$ cat src/pkg/tmc_pkg.sv
package tmc_pkg;

   // register offsets on the local serial control bus
   localparam logic [7:0] ADDR_FUNC_MODE = 8'h0A;
   localparam logic [7:0] ADDR_OUT_CTRL  = 8'h0C;

   // function_mode_control fields
   localparam int FM_MODE_LSB = 0;
   localparam int FM_STAT_BIT = 2;
   localparam int FM_BLANK_BIT = 3;
   localparam int FM_ARC_DIS_BIT = 4;
   localparam logic [7:0] FM_RESET = 8'h82;

   // output_swing_deemphasis_control fields
   localparam int OC_DE_LSB = 0;
   localparam int OC_SW_LSB = 5;
   localparam logic [7:0] OC_RESET = 8'h00;

   // function_mode_field codes, 2'h3 behaves as automatic
   localparam logic [1:0] FM_REDRIVER = 2'h0;
   localparam logic [1:0] FM_RETIMER  = 2'h1;
   localparam logic [1:0] FM_AUTO     = 2'h2;

   localparam logic [1:0] DE_0DB   = 2'h0;
   localparam logic [1:0] DE_2DB   = 2'h1;
   localparam logic [2:0] SW_BOOST = 3'h3;
   localparam logic [2:0] SW_PIN   = 3'h0;

   // timing base and pixel clock measurement
   localparam int CLK_MHZ = 20;
   localparam int CLK_PERIOD_NS = 50;
   localparam int PIX_PRESCALE = 64;
   localparam int WIN_W = 12;
   localparam int REF_WIN_CYC = 4096;
   localparam int CNT_W = 12;
   localparam int PIX_ON_MHZ = 100;
   localparam int PIX_OFF_MHZ = 90;
   localparam int PIX_MAX_MHZ = 340;
   localparam int PIX_TERM_MHZ = 200;
   localparam int RES_DELTA = 8;
   localparam int CNT_ON = PIX_ON_MHZ * REF_WIN_CYC / (CLK_MHZ * PIX_PRESCALE);
   localparam int CNT_OFF = PIX_OFF_MHZ * REF_WIN_CYC / (CLK_MHZ * PIX_PRESCALE);
   localparam int CNT_MAX = PIX_MAX_MHZ * REF_WIN_CYC / (CLK_MHZ * PIX_PRESCALE);
   localparam int CNT_TERM = PIX_TERM_MHZ * REF_WIN_CYC / (CLK_MHZ * PIX_PRESCALE);

   // acquisition and clock_data_recovery timing
   localparam int ACQ_W = 19;
   localparam int ACQ_TIME_MS = 7;
   localparam int ACQ_CYC = ACQ_TIME_MS * 1000000 / CLK_PERIOD_NS;
   localparam int CDR_ON_MAX_MS = 15;
   localparam int CDR_ON_MAX_CYC = CDR_ON_MAX_MS * 1000000 / CLK_PERIOD_NS;
   localparam int CDR_OFF_MAX_NS = 120;
   localparam int CDR_OFF_MAX_CYC = CDR_OFF_MAX_NS / CLK_PERIOD_NS;

   typedef enum {ST_REDRIVE, ST_FREQ, ST_LOCK, ST_RUN} tmc_state_type;

   typedef struct packed {
      logic       wr;
      logic [7:0] addr;
      logic [7:0] wdata;
   } tmc_reg_req_type;

   typedef struct packed {
      logic       cdr_pll_en;
      logic       retime_en;
      logic       drv_en;
      logic       io_hiz;
      logic       tx_term_en;
      logic [1:0] deemph;
      logic [2:0] swing;
      logic       pre_emph;
   } tmc_drv_type;

endpackage

$ cat src/hw/tmc_mode_ctrl.sv
`timescale 1ns/1ps
// Function
// audio return on by default, register disables
// no transmit termination below 2 Gbps
// termination pin: high off, float automatic
// pin strap: de-emphasis pin picks -2/0 dB
// register mode: de-emphasis from bits 1:0
// swing 011 with de-emphasis 01 pre-emphasizes
// de-emphasis only in retimer mode
// automatic: retimer above about 100 MHz
// automatic retimer range 100 to 340 MHz
// resolution change restarts 7 ms acquisition
// optional driver blanking until lock
// function mode field can force retimer
// field 00 forces redriver everywhere
// redriver powers down recovery and PLL
// automatic: redriver below 1.0 Gbps; once retiming, the code returns to redriver below 90 MHz or above 340 MHz
// redriver drops skew compensation, retiming
// host forces PLL lock for jitter tests
// output enable low: controls ignored, high-z
// recovery active within 15 ms
// recovery off within 120 ns
// rate counted per window with hysteresis
module tmc_mode_ctrl
   import tmc_pkg::*;
#(
   parameter int ACQ_CYCLES   = ACQ_CYC,
   parameter int CDR_ON_LIMIT = CDR_ON_MAX_CYC
) (
   input  wire logic            clk_sys,
   input  wire logic            rst_n,
   input  wire logic            oe_pin,
   input  wire logic            pix_clk_in,
   input  wire logic            term_sel_high,
   input  wire logic            term_sel_float,
   input  wire logic            deemph_pin_low,
   input  wire logic            i2c_mode,
   input  wire tmc_reg_req_type reg_req,
   output logic [7:0]           reg_rdata,
   output tmc_drv_type          drv,
   output logic                 audio_return_output,
   output logic                 rate_valid,
   input  wire logic            rate_ready,
   output logic [CNT_W-1:0]     rate_data
);

   logic [5:0]          sync1_r;
   logic [5:0]          sync2_r;
   logic                pix_d_r;
   logic                oe_s;
   logic                term_hi_s;
   logic                term_fl_s;
   logic                de_low_s;
   logic                i2c_s;
   logic                pix_rise;
   logic                ctl_rst;
   logic [7:0]          fm_r;
   logic [7:0]          oc_r;
   logic [WIN_W-1:0]    win_cnt_r;
   logic [CNT_W-1:0]    edge_cnt_r;
   logic [CNT_W-1:0]    meas_r;
   logic [CNT_W-1:0]    diff;
   logic                win_last;
   logic                win_done;
   logic                rate_hi_r;
   logic                rate_term_r;
   logic                res_chg_r;
   logic                want_rt;
   logic [ACQ_W-1:0]    acq_cnt_r;
   tmc_state_type       state_r;
   tmc_state_type       state_nxt;
   logic [CNT_W-1:0]    fifo_mem [2];
   logic                wp_r;
   logic                rp_r;
   logic [1:0]          fcnt_r;
   logic                fifo_in_rdy;
   logic                pop;

   function automatic logic hit(tmc_reg_req_type r, logic [7:0] a);
      hit = r.wr && (r.addr == a);
   endfunction

   // two-stage synchronisers; only the second stage is read
   always_ff @(posedge clk_sys) begin
      if (!rst_n) begin
         sync1_r <= 6'h00;
         sync2_r <= 6'h00;
         pix_d_r <= 1'b0;
      end else begin
         sync1_r <= {i2c_mode, deemph_pin_low, term_sel_float,
                     term_sel_high, pix_clk_in, oe_pin};
         sync2_r <= sync1_r;
         pix_d_r <= sync2_r[1];
      end
   end

   assign oe_s      = sync2_r[0];
   assign term_hi_s = sync2_r[2];
   assign term_fl_s = sync2_r[3];
   assign de_low_s  = sync2_r[4];
   assign i2c_s     = sync2_r[5];
   assign pix_rise  = sync2_r[1] & ~pix_d_r;
   // output enable low returns all control state to reset
   assign ctl_rst   = !rst_n || !oe_s;

   // registers; contents are lost whenever output enable drops
   always_ff @(posedge clk_sys) begin
      if (ctl_rst) begin
         fm_r <= FM_RESET;
         oc_r <= OC_RESET;
      end else begin
         if (hit(reg_req, ADDR_FUNC_MODE)) begin
            fm_r <= reg_req.wdata;
         end
         if (hit(reg_req, ADDR_OUT_CTRL)) begin
            oc_r <= reg_req.wdata;
         end
      end
   end

   // read data one cycle after the address; status bit is live
   always_ff @(posedge clk_sys) begin
      if (!rst_n) begin
         reg_rdata <= 8'h00;
      end else if (reg_req.addr == ADDR_FUNC_MODE) begin
         reg_rdata <= fm_r;
         reg_rdata[FM_STAT_BIT] <= (state_r == ST_RUN);
      end else if (reg_req.addr == ADDR_OUT_CTRL) begin
         reg_rdata <= oc_r;
      end else begin
         reg_rdata <= 8'h00;
      end
   end

   // reference window; held at its last count while the buffer is full, so a stalled
   // reader delays the measurement instead of losing a word
   assign win_last = (win_cnt_r == WIN_W'(REF_WIN_CYC - 1));
   assign win_done = win_last && fifo_in_rdy;

   always_ff @(posedge clk_sys) begin
      if (ctl_rst) begin
         win_cnt_r  <= '0;
         edge_cnt_r <= '0;
      end else if (win_done) begin
         win_cnt_r  <= '0;
         edge_cnt_r <= CNT_W'(pix_rise);
      end else if (!win_last) begin
         win_cnt_r  <= win_cnt_r + 1'b1;
         edge_cnt_r <= edge_cnt_r + CNT_W'(pix_rise);
      end
   end

   assign diff = (edge_cnt_r > meas_r) ? edge_cnt_r - meas_r
                                       : meas_r - edge_cnt_r;

   // rate class with a gap between on and off thresholds
   always_ff @(posedge clk_sys) begin
      if (ctl_rst) begin
         meas_r      <= '0;
         rate_hi_r   <= 1'b0;
         rate_term_r <= 1'b0;
         res_chg_r   <= 1'b0;
      end else begin
         res_chg_r <= 1'b0;
         if (win_done) begin
            meas_r <= edge_cnt_r;
            if (edge_cnt_r >= CNT_W'(CNT_ON) &&
                edge_cnt_r <= CNT_W'(CNT_MAX)) begin
               rate_hi_r <= 1'b1;
            end else if (edge_cnt_r < CNT_W'(CNT_OFF) ||
                         edge_cnt_r > CNT_W'(CNT_MAX)) begin
               rate_hi_r <= 1'b0;
            end
            rate_term_r <= edge_cnt_r >= CNT_W'(CNT_TERM);
            res_chg_r   <= diff > CNT_W'(RES_DELTA);
         end
      end
   end

   // mode choice; forced retimer also serves forced-lock testing
   always_comb begin
      case (fm_r[FM_MODE_LSB +: 2])
         FM_REDRIVER: want_rt = 1'b0;
         FM_RETIMER:  want_rt = 1'b1;
         default:     want_rt = rate_hi_r;
      endcase
   end

   // acquisition: one frequency window, then lock; both count toward the acquisition time
   always_comb begin
      state_nxt = state_r;
      case (state_r)
         ST_REDRIVE: begin
            if (want_rt) begin
               state_nxt = ST_FREQ;
            end
         end
         ST_FREQ: begin
            if (win_done) begin
               state_nxt = ST_LOCK;
            end
         end
         ST_LOCK: begin
            if (acq_cnt_r >= ACQ_W'(ACQ_CYCLES - 1)) begin
               state_nxt = ST_RUN;
            end
         end
         ST_RUN: begin
            if (res_chg_r) begin
               state_nxt = ST_FREQ;
            end
         end
         default: state_nxt = ST_REDRIVE;
      endcase
      if (!want_rt) begin
         state_nxt = ST_REDRIVE;
      end
   end

   always_ff @(posedge clk_sys) begin
      if (ctl_rst) begin
         state_r   <= ST_REDRIVE;
         acq_cnt_r <= '0;
      end else begin
         state_r <= state_nxt;
         if (state_r == ST_FREQ || state_r == ST_LOCK) begin
            acq_cnt_r <= acq_cnt_r + 1'b1;
         end else begin
            acq_cnt_r <= '0;
         end
      end
   end

   // driver controls, registered; two edges from mode drop to off
   always_ff @(posedge clk_sys) begin
      if (ctl_rst) begin
         drv        <= '0;
         drv.io_hiz <= 1'b1;
      end else begin
         drv.cdr_pll_en <= (state_r != ST_REDRIVE);
         drv.retime_en  <= (state_r == ST_RUN);
         drv.drv_en     <= !(fm_r[FM_BLANK_BIT] &&
                             (state_r == ST_FREQ || state_r == ST_LOCK));
         drv.io_hiz     <= 1'b0;
         // low pin level is reserved and treated as off
         drv.tx_term_en <= term_fl_s && !term_hi_s && rate_term_r;
         if (state_r != ST_RUN) begin
            drv.deemph <= DE_0DB;
         end else if (i2c_s) begin
            drv.deemph <= oc_r[OC_DE_LSB +: 2];
         end else begin
            drv.deemph <= de_low_s ? DE_2DB : DE_0DB;
         end
         drv.swing    <= i2c_s ? oc_r[OC_SW_LSB +: 3] : SW_PIN;
         drv.pre_emph <= i2c_s && state_r == ST_RUN &&
                         oc_r[OC_SW_LSB +: 3] == SW_BOOST &&
                         oc_r[OC_DE_LSB +: 2] == DE_2DB;
      end
   end

   // audio return path follows the disable bit
   always_ff @(posedge clk_sys) begin
      if (ctl_rst) begin
         audio_return_output <= 1'b0;
      end else begin
         audio_return_output <= !fm_r[FM_ARC_DIS_BIT];
      end
   end

   // two-entry buffer of window counts for the rate reader
   assign fifo_in_rdy = (fcnt_r != 2'h2);
   assign rate_valid  = (fcnt_r != 2'h0);
   assign pop         = rate_valid && rate_ready;
   assign rate_data   = fifo_mem[rp_r];

   always_ff @(posedge clk_sys) begin
      if (ctl_rst) begin
         wp_r   <= 1'b0;
         rp_r   <= 1'b0;
         fcnt_r <= 2'h0;
         fifo_mem[0] <= '0;
         fifo_mem[1] <= '0;
      end else begin
         if (win_done) begin
            fifo_mem[wp_r] <= edge_cnt_r;
            wp_r <= ~wp_r;
         end
         if (pop) begin
            rp_r <= ~rp_r;
         end
         fcnt_r <= 2'(fcnt_r + {1'b0, win_done} - {1'b0, pop});
      end
   end

   // helper: cycles spent wanting the retimer without retiming enabled
   logic [19:0] on_wait_r;
   always_ff @(posedge clk_sys) begin
      if (ctl_rst || !want_rt || drv.retime_en) begin
         on_wait_r <= '0;
      end else begin
         on_wait_r <= on_wait_r + 1'b1;
      end
   end
endmodule

$ cat config.mk
export PLATFORM = sky130hd
export DESIGN_NAME = tmc_mode_ctrl
export DESIGN_NICKNAME = d
export VERILOG_FILES = /design/src/pkg/tmc_pkg.sv /design/src/hw/tmc_mode_ctrl.sv
export SDC_FILE = /design/constraint.sdc
export NUM_CORES = 1
export LEC_CHECK = 0
export BUFFER_PORTS_ARGS = -buffer_cell sky130_fd_sc_hd__buf_4
export CAP_MARGIN = 5
export CORE_ASPECT_RATIO = 0.75
export CORE_UTILIZATION = 40
export CTS_BUF_LIST = sky130_fd_sc_hd__clkbuf_4 sky130_fd_sc_hd__clkbuf_8
export DETAILED_ROUTE_END_ITERATION = 8
export GPL_TIMING_DRIVEN = 0
export PLACE_DENSITY_LB_ADDON = 0.12
export SLEW_MARGIN = 20
export SYNTH_ARGS = -nofsm -noshare
export SYNTH_HDL_FRONTEND = slang
export SYNTH_SLANG_ARGS = --single-unit
$ cat constraint.sdc
create_clock -name clk_sys -period 5.5 [get_ports clk_sys]
set_clock_uncertainty 0.05 [all_clocks]
set_input_delay 0.275 -clock clk_sys [delete_from_list [all_inputs] [get_ports clk_sys]]
set_output_delay 0.275 -clock clk_sys [all_outputs]
set_load 0.02 [all_outputs]
==> metrics.md, run 1 <==
| Metric | Value |
|---|---|
| Outcome | `complete, no violations` |
| Vias in the first global route | `5185` |
| Initial antenna violation count | `0` |
| Synthesis Warnings | `0` |
| Critical path buffers and inverters | `3` |
| Crit path cell chain | `ha_1, nand4_1, nor2_1, nand3_1, clkbuf_1, clkinv_1, clkbuf_1, nand2_1, nand2_1` |
| Compound-Gate Fraction of Synth Area | `between 10% and 20%` |
| Inst Count DP | `990` |
| DRC errors left | `0` |
| Final setup violation count | `0` |
| Synth top cells by count | `113 x dfxtp_1, 74 x nand2_1, 60 x nor2_1, 50 x a21oi_1, 36 x inv_1` |
| Cell variety after synth | `63` |
| Simple-Gate Fraction of Synth Area | `23.45%` |
| Syn Area/Cell | `roughly 9 um^2` |
| CP Max Fanout | `12` |
| Design Power | `0.001958 W` |
| Worst Setup Start Kind | `flip-flop` |
| Worst-Skew Late Latency | `440 ps` |
| Largest stage delay, worst path | `510 ps` |
| Via count | `approximately 5500` |
| Hold Fails Final Rpt | `0` |
| Non-Filler Instances | `1028` |
| Die X | `about 150 um` |
| FP Rows | `40` |
| WP data required | `5520 ps` |
| Most common cell in the netlist | `dfxtp_1` |
| DP HPWL | `12290 um` |
| Unrepaired setup endpoints after global routing | `no` |
| Largest family of logic cells by synthesized area | `simple AND/OR/NAND/NOR gates` |
| Yosys reg bits | `137` |
| Die area | `0.01705 mm^2` |
| Layout cells sized above 1 | `14.67%` |
| Core area | `0.01607 mm^2` |
| Syn-to-layout area delta | `17.89%` |
| Clock transition at path regs | `90 ps` |
| TritonCTS Buffers | `17` |
| First DRT Iteration DRCs | `415` |
| Top cell type's share of synthesized area | `34.22%` |
| Slowest cell on crit path | `clkbuf_1` |
| Post-DR wirelength/cell | `~16 um` |
| Placed Area | `0.007305 mm^2` |
| PwrDens | `251.2 mW/mm^2` |
| Peak supply drop | `0.1338 mV` |
| Post-synth top flop | `dfxtp_1` |
| First-pass GRT wire length | `26810 um` |
| Top cell type by total area after synthesis | `dfxtp_1` |
| Synth Instances | `723` |
| Clock root buffer | `clkbuf_8` |
| Critical path type | `reg2reg` |
| Area share of fa/ha/maj cells after synthesis | `under 10%` |
| Final Net Count | `between 800 and 900` |
| R2r startpoint | `win_cnt_r[0]$_SDFFE_PP0P_` |
| Mapped Area | `~0.0066 mm^2` |
| Total GRT Usage | `20.25%` |
| Critical Path Sink Type | `flip-flop` |
| Number of H-tree levels | `4` |
| Design area | `0.007792 mm^2` |
| CTS sink cnt | `137` |
| Vias/cell | `5.340` |
| Total grt overflow | `0` |
| Async set or reset register ratio after synthesis | `0%` |
| EDFF count, synth | `24` |
| Fillers | `1494` |
| Drt pass-1 iters | `6` |
| Min cycle time layout | `around 3500 ps` |
| Final period util | `63.35%` |
| Worst Hold Class | `in2reg` |
| HP Start | `reg_req[7]` |
| Post-synthesis mux area share | `3.596%` |
| Top cells by area, synth | `dfxtp_1 34%, edfxtp_1 11%, ha_1 6.4%, nand2_1 4.2%, a21oi_1 3.8%` |
| Antenna fix cells | `0` |
| Setup TNS | `0 ps` |
| FF/Latch Area | `0.002983 mm^2` |
| Boundary pin count | `59` |
| Largest net degree at the start of global routing | `17` |
| Crit path DAT | `3500 ps` |
| Worst-Margin Slew | `971.4 ps` |
| Slew Viols, Final | `0` |
| Post-route antenna net violation count | `0` |
| Synth Area in XOR/XNOR | `5.830%` |
| Highest Clock Rate | `287.0 MHz` |
| Leak | `3.040 nW` |
| Seq/Total Area, Yosys | `45.13%` |
| Port bufs | `between 50 and 60` |
| TritonCTS clock tree | `yes` |
| Die height | `113.3 um` |
| Routed wire length | `16580 um` |
| Clock buffer depth | `2` |
| Cell family with most CP delay | `simple AND/OR/NAND/NOR gates` |
| GP Congestion | `0.8922` |
| Area occupied by multi-input gates | `0.003352 mm^2` |
| Worst Setup SP | `win_cnt_r[0]$_SDFFE_PP0P_` |
| Syn Nets | `785` |
| Initial Util | `41.14%` |
| Max cap viols | `0` |
| Slew HR | `35.10%` |
| Post_cts resized | `0` |
-- sequential cells by signal, summed over array words and instances, names as in the netlist, named ones only --
register / flops
oc_r: 8
acq_cnt_r: 19
win_cnt_r: 12
fifo_mem: 24
reg_rdata: 8
sync2_r: 6
drv: 11
fm_r: 7
pix_d_r: 1
fcnt_r: 2
meas_r: 12
rp_r: 1
state_r: 2
audio_return_output: 1
wp_r: 1
res_chg_r: 1
sync1_r: 6
rate_term_r: 1
rate_hi_r: 1
edge_cnt_r: 12
-- metal layers --
layer,global-route usage [%],part of all wire [%],up-vias,wire (um)
met5,0,0,-,0
li1,-,-,2699,-
met3,4.274,4.2,8,704
met1,30.11,51,2659,8532
met2,29.59,44,124,7239
met4,4.848,0.62,0,102
-- tightest hold or removal path, cell delays in order --
cell     delay, ps
buf_4           90
nand3_1         60
nand3_1         70
-- path summary, 6_finish.rpt --
| kind | cells past startpoint | to | slack (ps) |
|---|---|---|---|
| min | 3 | fm_r[7]$_SDFFE_PN1P_ | 50 |
| min reg2reg | 1 | drv[6]$_SDFF_PN0_ | 370 |
| max reg2reg | 9 | fifo_mem[1][5]$_SDFFCE_PN0P_ | 2020 |
| max | 9 | fifo_mem[1][5]$_SDFFCE_PN0P_ | 2020 |
-- kinds of logic (layout without fill, tap and decap cells) --
group           Yosys count  count (layout)
mux                      22              22
buf+inv                  68             163
flops                   137             137
simple gates            303             303
compound gates          113             113
xor+xnor                 44              44
fa+ha+maj                36              36
-- area by class of cell --
cell class / count / share of cell area (%)
inverters: 37 / 1.782
clock inverters: 14 / 2.392
well taps: 210 / 3.372
repair buffers: 63 / 6.262
clock buffers: 18 / 3.099
plain buffers: 31 / 1.798
flip-flops and latches: 137 / 38.28
multi-input cells: 518 / 43.02
-- where the power goes --
| part | switching, W | total (W) | internal, W |
|---|---|---|---|
| Clock | 0.000412 | 0.000876 | 0.000464 |
| Sequential | 0.00000305 | 0.00103 | 0.00103 |
| Combinational | 0.0000262 | 0.0000522 | 0.0000259 |
-- metrics by stage --
| step | setup slack, ps | util (%) | hold WS (ps) |
|---|---|---|---|
| 2_1_floorplan | 2666 | - | 323.4 |
| 3_5_place_dp | 2082 | 45.47 | 356.7 |
| 4_1_cts | 2055 | 48.50 | 34.97 |
| 6_report | 2016 | 48.50 | 53.24 |
| 5_1_grt | 1709 | 48.50 | 42.25 |
| 3_3_place_gp | 1613 | 45.44 | 351.0 |
-- layout by cell type (no fill, tap or decap), drive strengths merged, types with 13 or more instances in the layout --
cell type and count:
buf 65, nor2b 17, nor2 60, and3 31, nand4 13, dfxtp 113, nor3 16, a21oi 53
clkbuf 41, and2 16, inv 40, xor2 21, nand2 74, xnor2 23, mux2 14, o21ai 18
nand3 31, ha 34, nor4 15, edfxtp 24
-- repair_timing --
action / 4_1_cts / 5_1_grt
hold buffers: 6 / 0
hold endpoints to repair: 6 / 0
setup buffers: 0 / 0
Note: power is estimated with default switching activity, not from simulation.
==> run 2: changes to the inputs <==
==> constraint.sdc (replaced) <==
create_clock -name clk_sys -period 3.4 [get_ports clk_sys]
set_clock_uncertainty 0.05 [all_clocks]
set_input_delay 0.17 -clock clk_sys [delete_from_list [all_inputs] [get_ports clk_sys]]
set_output_delay 0.17 -clock clk_sys [all_outputs]
set_load 0.02 [all_outputs]
==> run 2 against run 1 <==
Largest cell class unchanged. Register-to-register slack got worse by 1900 ps. Critical path type unchanged. Worst setup slack got worse by 1900 ps. Final cell count increased by 1.3%. Fmax increased by 5.9%. Critical path depth increased by 1.
==> metrics.md, run 2 (synthesis results as in run 1) <==
| Metric | Value |
|---|---|
| P_int | `0.002459 W (+62%)` |
| Share of power burned in registers | `52.4% (-0.2 points)` |
| Design Power | `0.003178 W (+62%)` |
| TritonCTS clock tree | `yes` |
| Routed wire length | `16710 um (+0.76%)` |
| Post-route antenna net violation count | `0 (unchanged)` |
| Setup ws final | `111.2 ps (-1905 ps)` |
| Placed Area | `0.007305 mm^2 (unchanged)` |
| GRT met1 Usage | `29.93% (-0.18 points)` |
| Worst-Skew Late Latency | `440 ps (about the same)` |
| Number of H-tree levels | `4 (unchanged)` |
| First DRT Iteration DRCs | `462 (+11%)` |
| Largest stage delay, worst path | `500 ps (about the same)` |
| GP Congestion | `0.8922 (unchanged)` |
| Crit path DAT | `3560 ps (+60 ps)` |
| CP Max Fanout | `10 (-2)` |
| DRC errors left | `0 (unchanged)` |
| Total grt overflow | `0 (unchanged)` |
| Commonest cells after routing, fill and taps aside | `110 x dfxtp_1, 74 x nand2_1, 64 x buf_4` |
| Final Net Count | `880 (+1.5%)` |
| Max reg flops | `24 (unchanged)` |
| FP Rows | `40 (unchanged)` |
| Pre-CTS WS | `-17.84 ps (-2100 ps)` |
| Final setup violation count | `0 (unchanged)` |
| Antenna fix cells | `0 (unchanged)` |
| Boundary pin count | `59 (unchanged)` |
| TritonCTS Buffers | `17 (unchanged)` |
| PwrDens | `400.1 mW/mm^2 (+59%)` |
| Met3 usage | `4.274% (unchanged)` |
| Slew HR | `32.11% (-3.0 points)` |
| Sw power | `0.0007191 W (+63%)` |
| Min cycle time layout | `3289 ps (-195.4 ps)` |
| Die height | `113.3 um (unchanged)` |
| Drt pass-1 iters | `5 (-1)` |
| M2 GR Usage | `29.80% (+0.22 points)` |
| Slew Viols, Final | `0 (unchanged)` |
| Syn-to-layout area delta | `20.18%` |
| Highest Clock Rate | `304.1 MHz (+5.9%)` |
| Worst-Margin Slew | `1016 ps (+44.77 ps)` |
| Vias in the first global route | `5208 (+0.44%)` |
| Post-DR wirelength/cell | `16.05 um (-0.50%)` |
| Design area | `0.007944 mm^2 (+1.9%)` |
| Largest net degree at the start of global routing | `19 (+2)` |
| Biggest regs | `fifo_mem (24), acq_cnt_r (19)` |
| Via count | `5556 (+1.2%)` |
| Crit path cell chain | `inv_1, ha_1, buf_2, and2_0, o22ai_1, a311o_1, a2111oi_2, nand4_1, or4_1, a32o_1` |
| Initial antenna violation count | `0 (unchanged)` |
| Max cap viols | `0 (unchanged)` |
| Initial Util | `41.14% (unchanged)` |
| Hold Fails Final Rpt | `0 (unchanged)` |
| Vias/cell | `5.337 (about the same)` |
| Total GRT Usage | `20.22% (-0.035 points)` |
| Commonest non-fill, non-tap cell in the layout | `dfxtp_1` |
| Critical path buffers and inverters | `2 (-1)` |
| Sw frac | `22.63% (+0.066 points)` |
| Final period util | `96.73% (+33 points)` |
| Clock root buffer | `clkbuf_8` |
| CTS sink cnt | `137 (unchanged)` |
| Critical Path Sink Type | `flip-flop` |
| Clock network fraction of total power | `44.7% (about the same)` |
| Combinational power share | `2.9% (+0.2 points)` |
| Worst Hold Class | `in2reg` |
| Leak | `3.107 nW (+2.2%)` |
| Core area | `0.01607 mm^2 (unchanged)` |
| Unrepaired setup endpoints after global routing | `no` |
| Die X | `150.4 um (unchanged)` |
| Peak supply drop | `0.2188 mV (+64%)` |
| WP data required | `3670 ps (-1850 ps)` |
| Layout cells sized above 1 | `15.64% (+0.97 points)` |
| Die area | `0.01705 mm^2 (unchanged)` |
| Final Util | `49.45% (+0.94 points)` |
| Port bufs | `57 (unchanged)` |
| Outcome | `complete, no violations` |
| First-pass GRT wire length | `26830 um (about the same)` |
| Critical path type | `reg2reg` |
| Clock transition at path regs | `80 ps (about the same)` |
| Clock buffer depth | `2 (unchanged)` |
| Setup TNS | `0 ps (unchanged)` |
| Most Used Layer, Global Route | `met1` |
| Largest register by flop count | `fifo_mem` |
| Cell family with most CP delay | `compound AO/OA/AOI/OAI gates` |
| DP HPWL | `12290 um (unchanged)` |
| Slowest cell on crit path | `dfxtp_1` |
| Worst Setup Start Kind | `flip-flop` |
## run 2: worst register-to-register path, stage by stage (launching register included)
cell and delay, ps:
dfxtp_1 500, inv_1 180, ha_1 430, buf_2 270, and2_0 150, o22ai_1 110, a311o_1 330, a2111oi_2 270
nand4_1 130, or4_1 460, a32o_1 300
## run 2: worst paths after layout
kind	start	end	slack [ps]	cells after the start
max reg2reg	edge_cnt_r[7]$_SDFFE_PP0P_	res_chg_r$_SDFF_PP0_	110	10
min reg2reg	sync2_r[2]$_SDFF_PN0_	drv[6]$_SDFF_PN0_	370	1
max	edge_cnt_r[7]$_SDFFE_PP0P_	res_chg_r$_SDFF_PP0_	110	10
min	reg_req[16]	oc_r[1]$_SDFFE_PN0P_	90	3
## run 2: metrics by stage
step | hold slack (ps) | cells
floorplan | 247.3 | 723
global placement | 327.2 | 990
detailed placement | 330.3 | 990
CTS | 62.45 | 1036
global route | 104.7 | 1041
finish | 90.84 | 1041
## run 2: what timing repair did
item,in CTS,in global routing
resized for setup,0,7
pin swaps,0,0
hold endpoints to repair,23,0
hold buffers,15,0
endpoints found under the setup margin,12,26
setup buffers,0,5
## run 2: layout make-up
cell class                 count  area [um^2]
inverter                      37        142.6
multi-input combinational    518         3372
fill                        1474         8122
clock inverter                14        186.4
buffer                        30        136.4
timing repair buffer          77        615.6
clock buffer                  18        241.5
sequential                   137         2987
tap                          210        262.8
## run 2: layer usage
metal	part of all wire, %	vias up
met5	0	-
met1	52	2684
met3	4.4	7
li1	-	2718
met4	0.53	0
met2	43	147
## run 2: power groups by stage
stage / Sequential (W) / Clock, W / Combinational [W]
after floorplan: 0.00170 / 0 / 0.0000346
after global placement: 0.00170 / 0 / 0.0000775
after detailed placement: 0.00170 / 0 / 0.0000791
after CTS: 0.00166 / 0.00144 / 0.0000929
after global routing: 0.00167 / 0.00152 / 0.0000999
final: 0.00166 / 0.00142 / 0.0000928
==> run 3: changes to the inputs <==
--- a/config.mk
+++ b/config.mk
@@ -8,10 +8,12 @@
 export BUFFER_PORTS_ARGS = -buffer_cell sky130_fd_sc_hd__buf_4
 export CAP_MARGIN = 5
 export CORE_ASPECT_RATIO = 0.75
-export CORE_UTILIZATION = 40
+export CORE_MARGIN = 8
+export CORE_UTILIZATION = 50
 export CTS_BUF_LIST = sky130_fd_sc_hd__clkbuf_4 sky130_fd_sc_hd__clkbuf_8
 export DETAILED_ROUTE_END_ITERATION = 8
 export GPL_TIMING_DRIVEN = 0
+export MAX_ROUTING_LAYER = met4
 export PLACE_DENSITY_LB_ADDON = 0.12
 export SLEW_MARGIN = 20
 export SYNTH_ARGS = -nofsm -noshare
==> run 3 against run 2 <==
Core utilization up 11 points. Sequential power about the same. Hold slack worse by 9.6 ps. Flip-flop and latch count did not move. Final area down 1.4%. Die area grew 0.85%. Via count shrank 2.7%.
==> metrics.md, run 3 (synthesis results as in run 1) <==
| Metric | Value |
|---|---|
| Commonest cells after routing, fill and taps aside | `110 x dfxtp_1, 74 x nand2_1, 60 x nor2_1` |
| Largest net degree at the start of global routing | `19 (unchanged)` |
| Via count | `5406 (-2.7%)` |
| DP HPWL | `12260 um (-0.24%)` |
| Die X | `148.8 um (-1.1%)` |
| Crit path DAT | `3490 ps (-70 ps)` |
| Clock root buffer | `clkbuf_8` |
| Syn-to-layout area delta | `18.55%` |
| Worst-Skew Late Latency | `440 ps (about the same)` |
| Peak supply drop | `0.2973 mV (+36%)` |
| Biggest regs | `fifo_mem (24), acq_cnt_r (19)` |
| Final Util | `60.41% (+11 points)` |
| Slowest cell on crit path | `dfxtp_1` |
| Post-CTS setup buffers | `0 (unchanged)` |
| Largest register by flop count | `fifo_mem` |
| Port bufs | `57 (unchanged)` |
| Commonest non-fill, non-tap cell in the layout | `dfxtp_1` |
| Total grt overflow | `0 (unchanged)` |
| Worst-Margin Slew | `912.2 ps (-103.9 ps)` |
| Non-Filler Instances | `998 (-4.1%)` |
| Leak | `3.073 nW (-1.1%)` |
| Vias in the first global route | `5223 (+0.29%)` |
| Final period util | `94.87% (-1.9 points)` |
| TritonCTS clock tree | `yes` |
| Hold path endpoint | `oc_r[0]$_SDFFE_PN0P_` |
| Critical path type | `reg2reg` |
| Highest Clock Rate | `310.0 MHz (+2.0%)` |
| First DRT Iteration DRCs | `384 (-17%)` |
| CP Max Fanout | `10 (unchanged)` |
| Crit path cell chain | `inv_1, ha_1, buf_4, nand2_1, o21ai_1, o31ai_2, a21oi_4, a2111oi_2, nand4_1, or4_1, a32o_1` |
| Design area | `0.007836 mm^2 (-1.4%)` |
| Setup TNS | `0 ps (unchanged)` |
| Worst Hold Class | `in2reg` |
| FP Rows | `36 (-10%)` |
| Largest stage delay, worst path | `460 ps (-40 ps)` |
| Clock buffer depth | `2 (unchanged)` |
| Reg-to-reg endpoint | `res_chg_r$_SDFF_PP0_` |
| Min cycle time layout | `3226 ps (-63.11 ps)` |
| Post-DR wirelength/cell | `16.35 um (+1.9%)` |
| Boundary pin count | `59 (unchanged)` |
| Clock transition at path regs | `90 ps (about the same)` |
| Number of H-tree levels | `4 (unchanged)` |
| Hold Fails Final Rpt | `0 (unchanged)` |
| R2r worst-path depth | `11 (+1)` |
| Pre-CTS WS | `21.14 ps (+38.98 ps)` |
| Die area | `0.01719 mm^2 (+0.85%)` |
| Hold path depth | `3 (unchanged)` |
| Slew HR | `39.05% (+6.9 points)` |
| PwrDens | `396.6 mW/mm^2 (-0.86%)` |
| Slew Viols, Final | `0 (unchanged)` |
| DRC errors left | `0 (unchanged)` |
| Placed Area | `0.007256 mm^2 (-0.67%)` |
| WP data required | `3660 ps (about the same)` |
| Initial Util | `50.95% (+9.8 points)` |
| Routed wire length | `16320 um (-2.3%)` |
| Inst Count DP | `951 (-3.9%)` |
| GP Congestion | `0.9057 (+1.5%)` |
| Post-route antenna net violation count | `0 (unchanged)` |
| First-pass GRT wire length | `26410 um (-1.6%)` |
| Critical Path Sink Type | `flip-flop` |
| TritonCTS Buffers | `17 (unchanged)` |
| Max cap viols | `0 (unchanged)` |
| Layout cells sized above 1 | `15.13% (-0.51 points)` |
| Setup ws final | `174.3 ps (+63.11 ps)` |
| Final setup violation count | `0 (unchanged)` |
| R2R Setup Slk | `170 ps (+60 ps)` |
| Drt pass-1 iters | `5 (unchanged)` |
| Cell family with most CP delay | `compound AO/OA/AOI/OAI gates` |
| R2r startpoint | `edge_cnt_r[6]$_SDFFE_PP0P_` |
| HP Start | `reg_req[16]` |
| Initial antenna violation count | `0 (unchanged)` |
| Final Net Count | `875 (-0.57%)` |
| Max reg flops | `24 (unchanged)` |
| CTS sink cnt | `137 (unchanged)` |
| Core area | `0.01297 mm^2 (-19%)` |
| Total GRT Usage | `19.80% (-0.42 points)` |
| Vias/cell | `5.417 (+1.5%)` |
| Outcome | `complete, no violations` |
| Die height | `115.6 um (+2.0%)` |
| Critical path buffers and inverters | `2 (unchanged)` |
| Worst Setup Start Kind | `flip-flop` |
==> run 3: timing repair <==
action / CTS / global route
hold buffers: 15 / 0
setup endpoints to repair: 12 / 14
gates resized for setup: 0 / 6
hold endpoints to repair: 23 / 0
==> run 3: worst max-delay path by stage <==
stage / startpoint / end / slack (ps) / depth (start not counted)
finish: edge_cnt_r[6]$_SDFFE_PP0P_ / res_chg_r$_SDFF_PP0_ / 170 / 11
global route: edge_cnt_r[5]$_SDFFE_PP0P_ / res_chg_r$_SDFF_PP0_ / -0.09 / 10
CTS: win_cnt_r[0]$_SDFFE_PP0P_ / fifo_mem[1][5]$_SDFFCE_PN0P_ / 90 / 8
detailed placement: win_cnt_r[0]$_SDFFE_PP0P_ / fifo_mem[1][3]$_SDFFCE_PN0P_ / 20 / 9
global placement: win_cnt_r[0]$_SDFFE_PP0P_ / fifo_mem[0][3]$_SDFFCE_PN0P_ / -500 / 7
floorplan: win_cnt_r[0]$_SDFFE_PP0P_ / fifo_mem[0][0]$_SDFFCE_PN0P_ / 570 / 7
==> run 3: area by class of cell <==
class | count | area (um^2)
clock buffers | 17 | 234.0
fillers | 1138 | 5136
inverters | 37 | 142.6
well taps | 171 | 214.0
multi-input cells | 518 | 3364
diodes | 1 | 2.502
flip-flops and latches | 137 | 2987
repair buffers | 72 | 578.1
clock inverters | 15 | 177.7
plain buffers | 30 | 136.4
==> run 3: routing by layer <==
layer | up-vias | share of wire (%) | global-route usage, % | routed length (um)
met5 | - | 0 | - | 0
li1 | 2707 | - | - | -
met1 | 2539 | 49 | 27.01 | 8075
met3 | 18 | 4.8 | 4.058 | 779
met4 | 0 | 1.1 | 4.963 | 173
met2 | 142 | 45 | 29.52 | 7294
==> run 3: report_power, final <==
group,switching [W],internal (W),total (W),leakage (nW)
Sequential,0.00000465,0.00166,0.00166,1.20
Clock,0.000726,0.000626,0.00135,0.211
Combinational,0.0000436,0.0000487,0.0000923,1.66
==> run 3: per-stage QoR <==
step / hold slack (ps) / total power, W
6_report: 81.26 / 0.003108
5_1_grt: 63.07 / 0.003226
4_1_cts: 54.75 / 0.003135
3_5_place_dp: 330.6 / 0.001780
3_3_place_gp: 329.3 / 0.001779
2_1_floorplan: 247.3 / 0.001737
==> run 3: tightest hold or removal path, delay by kind of cell <==
family	cells	cell delay [ps]
and+or+nand+nor	1	130
AOI/OAI and AO/OA	1	50
buffers and inverters	1	170
